**config.mk**
```make
export PLATFORM = sky130hd
export DESIGN_NAME = cell_cluster
export DESIGN_NICKNAME = d
export VERILOG_FILES = /design/src/cluster_pkg.sv /design/src/cell_cluster.sv /design/src/logic_cell.sv
export SDC_FILE = /design/constraint.sdc
export NUM_CORES = 1
export LEC_CHECK = 0
export BUFFER_PORTS_ARGS = -buffer_cell sky130_fd_sc_hd__buf_2
export CORE_ASPECT_RATIO = 2
export CORE_MARGIN = 3
export CORE_UTILIZATION = 40
export CTS_BUF_LIST = sky130_fd_sc_hd__clkbuf_8
export DETAILED_ROUTE_END_ITERATION = 8
export GPL_TIMING_DRIVEN = 0
export PLACE_DENSITY = 0.59
export SYNTH_ARGS = -nofsm -noshare
export SYNTH_HDL_FRONTEND = slang
export SYNTH_SLANG_ARGS = --single-unit
```
**constraint.sdc**
```tcl
create_clock -name ref_clk -period 7.35 [get_ports ref_clk]
set_input_delay 0.3675 -clock ref_clk [delete_from_list [all_inputs] [get_ports ref_clk]]
set_output_delay 0.3675 -clock ref_clk [all_outputs]
set_load 0.02 [all_outputs]
```
**src/cluster_pkg.sv**
```systemverilog
// Purpose: shared constants for one ten-cell logic cluster
// Assumes: 32-bit Avalon-MM register port, byte addresses
// Notes:   table registers are one word per cell, low 16 bits
package cluster_pkg;

	localparam int N_CELLS   = 10;
	localparam int N_IN      = 4;
	localparam int TABLE_W   = 16;
	localparam int AW        = 8;

	// register byte offsets
	localparam logic [AW-1:0] OFS_CTRL   = 8'h00;
	localparam logic [AW-1:0] OFS_CASC   = 8'h04;
	localparam logic [AW-1:0] OFS_STATUS = 8'h08;
	localparam logic [AW-1:0] OFS_TABLE0 = 8'h10;

	// control register fields
	localparam int CTRL_CNT_MODE = 0;
	localparam int CTRL_UPDOWN   = 1;
	localparam int CTRL_CASC_OR  = 2;
	localparam int CTRL_LOCAL    = 3;
	localparam int CTRL_LD_HOLD  = 4;
	localparam int CTRL_CASC_IN  = 5;
	localparam int CTRL_COL_LSB  = 8;
	localparam int COL_W         = 8;

	// cascade register fields
	localparam int CASC_JOIN_LSB = 0;
	localparam int CASC_REG_END  = 10;
	localparam int CASC_USE_LSB  = 16;

	// status register fields
	localparam int STAT_Q_LSB    = 0;
	localparam int STAT_COMB_LSB = 16;

	// row position of the chain break, 1-based cluster numbers
	localparam logic [COL_W-1:0] COL_LAST  = 8'h0B;
	localparam logic [COL_W-1:0] COL_FIRST = 8'h0C;

	localparam logic [31:0] CTRL_RST  = 32'h0000_0000;
	localparam logic [31:0] CASC_RST  = 32'h0000_0000;
	localparam logic [TABLE_W-1:0] TABLE_RST = 16'h0000;

	localparam int CNT_W = N_CELLS - 1;

endpackage : cluster_pkg

```
**src/cell_cluster.sv**
```systemverilog
// Purpose: ten-cell cluster with cascade chain and counter mode
// Assumes: Avalon-MM slave, one wait state on every access
// Notes:   cluster clear and controls are synchronous to ref_clk
`timescale 1ns/1ps
module cell_cluster
	import cluster_pkg::*;
(
	// clock and reset
	input  wire logic                      ref_clk,
	input  wire logic                      rst_n,
	// register bus
	input  wire logic [AW-1:0]             address,
	input  wire logic                      read,
	input  wire logic                      write,
	input  wire logic [31:0]               writedata,
	input  wire logic [3:0]                byteenable,
	output logic [31:0]                    readdata,
	output logic                           waitrequest,
	// cell inputs from local interconnect
	input  wire logic [N_CELLS*N_IN-1:0]   cell_in,
	// global controls
	input  wire logic                      glb_clr,
	input  wire logic                      glb_sclr,
	input  wire logic                      glb_sload,
	input  wire logic                      glb_cnt,
	// cascade links to clusters two positions away
	input  wire logic                      casc_link_in,
	output logic                           casc_link_out,
	// two local interconnect groups
	output logic [N_CELLS-1:0]             loc_grp_a,
	output logic [N_CELLS-1:0]             loc_grp_b,
	// counter word
	output logic [CNT_W-1:0]               count_word
);

	// configuration and bus response state
	logic [31:0]          ctrl_r;
	logic [31:0]          casc_r;
	logic [TABLE_W-1:0]   table_r [N_CELLS];
	logic                 ack_r;
	logic [31:0]          rdata_r;

	// cell wiring
	logic [N_CELLS-1:0]   casc_o;
	logic [N_CELLS-1:0]   casc_i;
	logic [N_CELLS-1:0]   carry_o;
	logic [N_CELLS-1:0]   carry_i;
	logic [N_CELLS-1:0]   q;
	logic [N_CELLS-1:0]   join_en;
	logic [N_CELLS-1:0]   reg_end;
	logic [N_CELLS-1:0]   cell_out;
	logic [N_CELLS-1:0]   cnt_en_vec;
	logic [N_IN-1:0]      ctl_in;

	// cluster controls after selection, and bus decode signals
	logic                 cl_clr;
	logic                 cl_sclr;
	logic                 cl_sload;
	logic                 cl_cnt;
	logic                 cnt_go;
	logic                 cnt_up;
	logic                 local_ctl;
	logic                 casc_or;
	logic                 cnt_mode;
	logic [COL_W-1:0]     col;
	logic                 link_in_ok;
	logic                 req;
	logic                 hit_table;
	logic [3:0]           tbl_idx;

	function automatic logic [31:0] merge_bytes(input logic [31:0] old_v,
		input logic [31:0] new_v, input logic [3:0] be);
		logic [31:0] res;
		res = old_v;
		for (int b = 0; b < 4; b++)
		begin
			if (be[b])
				res[b*8 +: 8] = new_v[b*8 +: 8];
		end
		return res;
	endfunction : merge_bytes

	assign local_ctl = ctrl_r[CTRL_LOCAL];
	assign casc_or   = ctrl_r[CTRL_CASC_OR];
	assign cnt_mode  = ctrl_r[CTRL_CNT_MODE];
	assign col       = ctrl_r[CTRL_COL_LSB +: COL_W];

	// bus decode
	assign req       = read | write;
	assign tbl_idx   = 4'((address - OFS_TABLE0) >> 2);
	assign hit_table = (address >= OFS_TABLE0)
		&& (address < 8'(OFS_TABLE0 + 8'(N_CELLS * 4)))
		&& (address[1:0] == 2'b00);

	// one wait state: answer at the second edge of every request
	assign waitrequest = req & ~ack_r;
	assign readdata    = rdata_r;

	always_ff @(posedge ref_clk or negedge rst_n)
	begin
		if (!rst_n)
			ack_r <= 1'b0;
		else
			ack_r <= req & ~ack_r;
	end

	always_ff @(posedge ref_clk or negedge rst_n)
	begin
		if (!rst_n)
			rdata_r <= 32'h0000_0000;
		else if (read && !ack_r)
		begin
			rdata_r <= 32'h0000_0000;
			if (address == OFS_CTRL)
				rdata_r <= ctrl_r;
			else if (address == OFS_CASC)
				rdata_r <= casc_r;
			else if (address == OFS_STATUS)
			begin
				rdata_r[STAT_Q_LSB +: N_CELLS]    <= q;
				rdata_r[STAT_COMB_LSB +: N_CELLS] <= cell_out;
			end
			else if (hit_table)
				rdata_r[TABLE_W-1:0] <= table_r[tbl_idx];
		end
	end

	always_ff @(posedge ref_clk or negedge rst_n)
	begin
		if (!rst_n)
			ctrl_r <= CTRL_RST;
		else if (write && ack_r && address == OFS_CTRL)
			ctrl_r <= merge_bytes(ctrl_r, writedata, byteenable);
	end

	always_ff @(posedge ref_clk or negedge rst_n)
	begin
		if (!rst_n)
			casc_r <= CASC_RST;
		else if (write && ack_r && address == OFS_CASC)
			casc_r <= merge_bytes(casc_r, writedata, byteenable);
	end

	// ten function tables, one per cell
	always_ff @(posedge ref_clk or negedge rst_n)
	begin
		if (!rst_n)
		begin
			for (int i = 0; i < N_CELLS; i++)
				table_r[i] <= TABLE_RST;
		end
		else if (write && ack_r && hit_table)
			table_r[tbl_idx] <= TABLE_W'(merge_bytes(32'(table_r[tbl_idx]),
				writedata, byteenable));
	end

	// cell 0 inputs become the cluster controls when local mode is on
	assign ctl_in   = cell_in[0 +: N_IN];
	assign cl_clr   = local_ctl ? ctl_in[0] : glb_clr;
	assign cl_sclr  = local_ctl ? ctl_in[1] : glb_sclr;
	assign cl_sload = local_ctl ? ctl_in[2] : glb_sload;
	assign cl_cnt   = local_ctl ? ctl_in[3] : glb_cnt;

	// one control line serves either as enable or as direction
	assign cnt_go = ctrl_r[CTRL_UPDOWN] ? 1'b1 : cl_cnt;
	assign cnt_up = ctrl_r[CTRL_UPDOWN] ? cl_cnt : 1'b1;

	// cell 0 may be busy making controls, so it never cascades
	assign join_en = {casc_r[CASC_JOIN_LSB+1 +: N_CELLS-1], 1'b0};

	// a link arriving at the first cluster past the centre is ignored
	assign link_in_ok = ctrl_r[CTRL_CASC_IN] && (col != COL_FIRST);

	// a linked chain enters at cell 1, skipping cell 0
	assign casc_i[0] = 1'b0;
	// an unlinked chain starts from its gate's identity: one for an and chain, zero for an or chain
	assign casc_i[1] = link_in_ok ? casc_link_in : ~casc_or;
	generate
		for (genvar g = 2; g < N_CELLS; g++)
		begin : g_casc
			assign casc_i[g] = casc_o[g-1];
		end
	endgenerate

	// only the last cell may register the chain
	assign reg_end = {casc_r[CASC_REG_END], {(N_CELLS-1){1'b0}}};

	// counter runs from cell 1 upward; cell 1 toggles when cnt_go is high and no clear or load is active
	assign carry_i[0] = 1'b0;
	assign carry_i[1] = cnt_go;
	generate
		for (genvar g = 2; g < N_CELLS; g++)
		begin : g_carry
			assign carry_i[g] = carry_o[g-1];
		end
	endgenerate

	assign cnt_en_vec = {{(N_CELLS-1){cnt_mode}}, 1'b0};

	generate
		for (genvar g = 0; g < N_CELLS; g++)
		begin : g_cell
			logic [N_IN-1:0] cin;
			// cell 0 inputs are taken over by the controls in local mode
			assign cin = (g == 0 && local_ctl) ? '0 : cell_in[g*N_IN +: N_IN];
			logic_cell u_cell (
				.ref_clk   (ref_clk),
				.rst_n     (rst_n),
				.table_cfg (table_r[g]),
				.casc_join (join_en[g]),
				.casc_or   (casc_or),
				.reg_casc  (reg_end[g]),
				.din       (cin),
				.casc_in   (casc_i[g]),
				.casc_out  (casc_o[g]),
				.table_out (),
				.cnt_mode  (cnt_en_vec[g]),
				.carry_in  (carry_i[g]),
				.count_up  (cnt_up),
				.carry_out (carry_o[g]),
				.aclr      (cl_clr),
				.sclr      (cl_sclr),
				.sload     (cl_sload),
				.ld_hold   (ctrl_r[CTRL_LD_HOLD]),
				.q_r       (q[g])
			);
			assign cell_out[g] = casc_r[CASC_USE_LSB + g] ? q[g] : casc_o[g];
		end
	endgenerate

	// registered drive into both neighbour interconnect groups
	always_ff @(posedge ref_clk or negedge rst_n)
	begin
		if (!rst_n)
		begin
			loc_grp_a <= '0;
			loc_grp_b <= '0;
		end
		else
		begin
			loc_grp_a <= cell_out;
			loc_grp_b <= cell_out;
		end
	end

	// chain continues two clusters on, but never past the row centre
	always_ff @(posedge ref_clk or negedge rst_n)
	begin
		if (!rst_n)
			casc_link_out <= 1'b0;
		else if (col == COL_LAST)
			casc_link_out <= 1'b0;
		else
			casc_link_out <= casc_o[N_CELLS-1];
	end

	assign count_word = q[N_CELLS-1:1];

endmodule : cell_cluster

```
**src/logic_cell.sv**
```systemverilog
// Purpose: one logic cell: function table, cascade gate, register
// Assumes: all controls synchronous to ref_clk
// Notes:   count mode overrides the table path into the register
`timescale 1ns/1ps
module logic_cell
	import cluster_pkg::*;
(
	// clock and reset
	input  wire logic               ref_clk,
	input  wire logic               rst_n,
	// configuration
	input  wire logic [TABLE_W-1:0] table_cfg,
	input  wire logic               casc_join,
	input  wire logic               casc_or,
	input  wire logic               reg_casc,
	// data
	input  wire logic [N_IN-1:0]    din,
	input  wire logic               casc_in,
	output logic                    casc_out,
	output logic                    table_out,
	// counter
	input  wire logic               cnt_mode,
	input  wire logic               carry_in,
	input  wire logic               count_up,
	output logic                    carry_out,
	// register controls
	input  wire logic               aclr,
	input  wire logic               sclr,
	input  wire logic               sload,
	input  wire logic               ld_hold,
	output logic                    q_r
);

	logic d_nxt;

	assign table_out = table_cfg[din];

	// or form by inverting both inputs and the output of the and gate
	always_comb
	begin
		if (!casc_join)
			casc_out = table_out;
		else if (casc_or)
			casc_out = ~(~table_out & ~casc_in);
		else
			casc_out = table_out & casc_in;
	end

	// only an and chain can be registered; an or chain leaves the table output in the register
	assign d_nxt = (reg_casc && !casc_or) ? casc_out : table_out;

	assign carry_out = count_up ? (q_r & carry_in) : (~q_r & carry_in);

	always_ff @(posedge ref_clk or negedge rst_n)
	begin
		if (!rst_n)
			q_r <= 1'b0;
		else if (aclr)
			q_r <= 1'b0;
		else if (sclr)
			q_r <= 1'b0;
		else if (sload)
			q_r <= ld_hold ? q_r : din[0];
		else if (cnt_mode)
			q_r <= q_r ^ carry_in;
		else
			q_r <= d_nxt;
	end

endmodule : logic_cell

```
==> flow_metrics.env <==
export IMPL_synth_adder_area_share=0.00594
export IMPL_htreeDepth=2
export IMPL_cts_root_buf="clkbuf_8"
export IMPL_cts_path_max_buffers=3
export IMPL_rsz0062_at_grt="no"
export IMPL_crit_start="address[4]"
export IMPL_start_kind="input port"
export IMPL_cts_inserted_buffers=42
export IMPL_crit_arrival_ps=4290
export IMPL_yosys_area_share_xor_xnor=0.00713
export IMPL_final_nets=1478
export IMPL_ys_flop_type="dfrtp_1"
export IMPL_drv_cap=0
export IMPL_final_cell_area_um2=17000
export IMPL_synth_async_sr_flop_share=1.00
export IMPL_tns_ps=0
export IMPL_r2r_end="readdata[25]$_DFFE_PN0P_"
export IMPL_port_buffers=145
export IMPL_slew_headroom=0.251
export IMPL_dp_cells=1778
export IMPL_grt_start_max_net_pins=111
export IMPL_hold_viol=0
export IMPL_die_area_um2=39300
export IMPL_crit_type="in -> reg"
export IMPL_track_usage=0.258
export IMPL_final_core_util=0.473
export IMPL_grt_pass1_vias=11664
export IMPL_drive_above_1_share=0.367
export IMPL_critPathCapture="table_r[12]$_DFFE_PN0P_"
export IMPL_place_area_um2=16100
export IMPL_cp_required_ps=7800
export IMPL_crit_chain="buf_2 -> inv_1 -> clkbuf_1 -> ha_1 -> clkbuf_1 -> or2_0 -> clkbuf_1 -> clkbuf_1 -> nor2_1 -> a21oi_1 -> o21ai_1 -> mux2_2 -> mux2_2"
export IMPL_reg2reg_depth=8
export IMPL_cp_end_kind="register"
export IMPL_r2r_setup_slack_ps=3930
export IMPL_clock_fmax_mhz=260
export IMPL_slowest_stage="a21oi_1"
export IMPL_num_rows=98
export IMPL_synth_cells=1181
export IMPL_cts_tree="yes"
export IMPL_synth_top_family_by_area="multiplexers"
export IMPL_r2r_start="table_r[93]$_DFFE_PN0P_"
export IMPL_hold_class="in -> reg"
export IMPL_critical_path_max_stage_delay_ps=650
export IMPL_layout_common_cells="278 x dfrtp_1, 211 x mux2_2, 147 x buf_2"
export IMPL_synth_edf_count=0
export IMPL_outcome="finished with violations"
export IMPL_fin_crit_sh=0.523
export IMPL_finalClockSkew_ps=32.4
export IMPL_final_common_cell="dfrtp_1"
export IMPL_final_cells=1863
export IMPL_start_util=0.409
export IMPL_drt_iter0_drc=819
export IMPL_vias_per_cell=5.95
export IMPL_io_pins=156
export IMPL_peakVddDrop_mv=0.151
export IMPL_muxShareOfSynthArea=0.326
export IMPL_crit_path_frequent_cell="clkbuf_1"
export IMPL_finalSetupViolCount=0
export IMPL_drc=2
export IMPL_yosysWarnings=0
export IMPL_firstDrtPassIters=9
export IMPL_vias=11087
export IMPL_globalRouteOverflowTotal=0
export IMPL_synthesis_area_um2=14700
export IMPL_clock_latency_ps=590
export IMPL_synth_fp_nets=1281
export IMPL_seq_area_frac_synth=0.472
export IMPL_synthDistinctLibCells=62
export IMPL_clk_pin_slew_ps=70
export IMPL_slew_viol_final=0
export IMPL_core_area_um2=36000
export IMPL_p_per_area_nw_per_um2=192
export IMPL_fp_dieH_um=277
export IMPL_finalWorstSetupSlack_ps=3510
export IMPL_drt_wl_total_mm=51.4
export IMPL_die_w_um=142
export IMPL_worstPathMaxFanout=12
export IMPL_power_total_mw=3.28
export IMPL_dp_hpwl_mm=39.7
export IMPL_gp_congestion=0.979
export IMPL_worstHoldStart="writedata[18]"
export IMPL_clock_sinks=278
export IMPL_grt_pass1_wl_mm=75.2
export IMPL_fin_hold_ws_ps=25.2
export IMPL_area_growth_pct=15.6
export IMPL_synth_compound_area_frac=0.0925
export IMPL_place_ws_ps=2930
export IMPL_worstMarginPinSlew_ps=1090
export IMPL_violations="design-rule violations"
export IMPL_power_leakage_nw=7.95
export IMPL_period_needed_ps=3840
export IMPL_synth_avg_cell_area_um2=12.5
export IMPL_synth_ff_latch_count=278
export IMPL_routedWlPerCell_um=27.6
export IMPL_final_antenna_net_count=0
export IMPL_antenna_found_initial=3
export IMPL_yosys_area_share_simple=0.0633
-- Yosys cell counts, types with 8 or more instances --
| library cell | number | area share |
|---|---|---|
| dfrtp_1 | 278 | 0.47 |
| mux2_2 | 211 | 0.16 |
| mux4_2 | 76 | 0.12 |
| nand2_1 | 75 | 0.019 |
| nor2_1 | 75 | 0.019 |
| clkbuf_1 | 59 | 0.015 |
| o21ai_1 | 52 | 0.018 |
| a21oi_1 | 46 | 0.016 |
| mux2_1 | 34 | 0.026 |
| mux2i_1 | 34 | 0.023 |
| o21ai_0 | 20 | 0.0068 |
| buf_4 | 19 | 0.0097 |
| inv_1 | 19 | 0.0048 |
| a211oi_1 | 18 | 0.0092 |
| nand3_1 | 12 | 0.0041 |
| a221oi_1 | 9 | 0.0053 |
| a221o_1 | 8 | 0.0054 |
| nor2b_1 | 8 | 0.0034 |
| xnor2_1 | 8 | 0.0048 |
-- worst min-delay path by stage --
stage               cells after the start                      to  slack (ps)
detailed placement                      1  loc_grp_b[4]$_DFF_PN0_         380
CTS                                     2  casc_r[22]$_DFFE_PN0P_           4
floorplan                               0         ack_r$_DFF_PN0_          70
global placement                        1         ack_r$_DFF_PN0_         460
finish                                  2  casc_r[18]$_DFFE_PN0P_          30
global route                            2  casc_r[30]$_DFFE_PN0P_          20
-- area by class of cell --
cell class                 instances  area [um2]
fill                            3365       19000
multi-input combinational        796        7300
sequential                       278        6960
timing repair buffer             153         851
clock buffer                      51         702
tap                              450         563
buffer                            87         409
clock inverter                    25         180
inverter                          20        75.1
antenna                            3        7.51
-- timing repair --
item / in CTS / in global routing
hold buffers: 6 / 0
hold endpoints to repair: 74 / 0
resized for setup: 0 / 0
endpoints found under the setup margin: 0 / 0
setup buffers: 0 / 0
-- where the power goes --
group | total, mW | internal (mW) | switching (mW)
Sequential | 1.58 | 1.56 | 0.0236
Combinational | 0.325 | 0.111 | 0.215
Clock | 1.37 | 0.733 | 0.635
Total | 3.28 | 2.40 | 0.873
-- sequential cells by signal, indices dropped and copies added (netlist names) --
signal	count
ctrl_r	32
casc_link_out	1
casc_r	32
loc_grp_b	10
table_r	160
g_cell.u_cell.q_r	10
ack_r	1
readdata	32
-- kinds of logic after synthesis --
group                      count (synthesis)
AOI/OAI and AO/OA                        212
and+or+nand+nor                          210
adders and majority gates                  7
muxes                                    355
DFF                                      278
buffers and inverters                    107
xor gates and xnor gates                  12
-- layer usage --
layer	part of all wire	vias to the layer above	routed length (um)	track usage
li1	-	4814	-	-
met1	0.32	5632	16700	0.255
met2	0.54	458	27600	0.469
met3	0.043	181	2210	0.0340
met4	0.095	2	4880	0.209
met5	0.00027	-	14	0
-- critical path: cells and delay by family --
| kind | cells | cell delay (ps) |
|---|---|---|
| AO/OA/AOI/OAI | 2 | 810 |
| buffers and inverters | 6 | 1790 |
| AND/OR/NAND/NOR | 2 | 270 |
| adder cells (fa/ha/maj) | 1 | 230 |
| multiplexers | 2 | 800 |
Power figures use the tool's default switching activity.
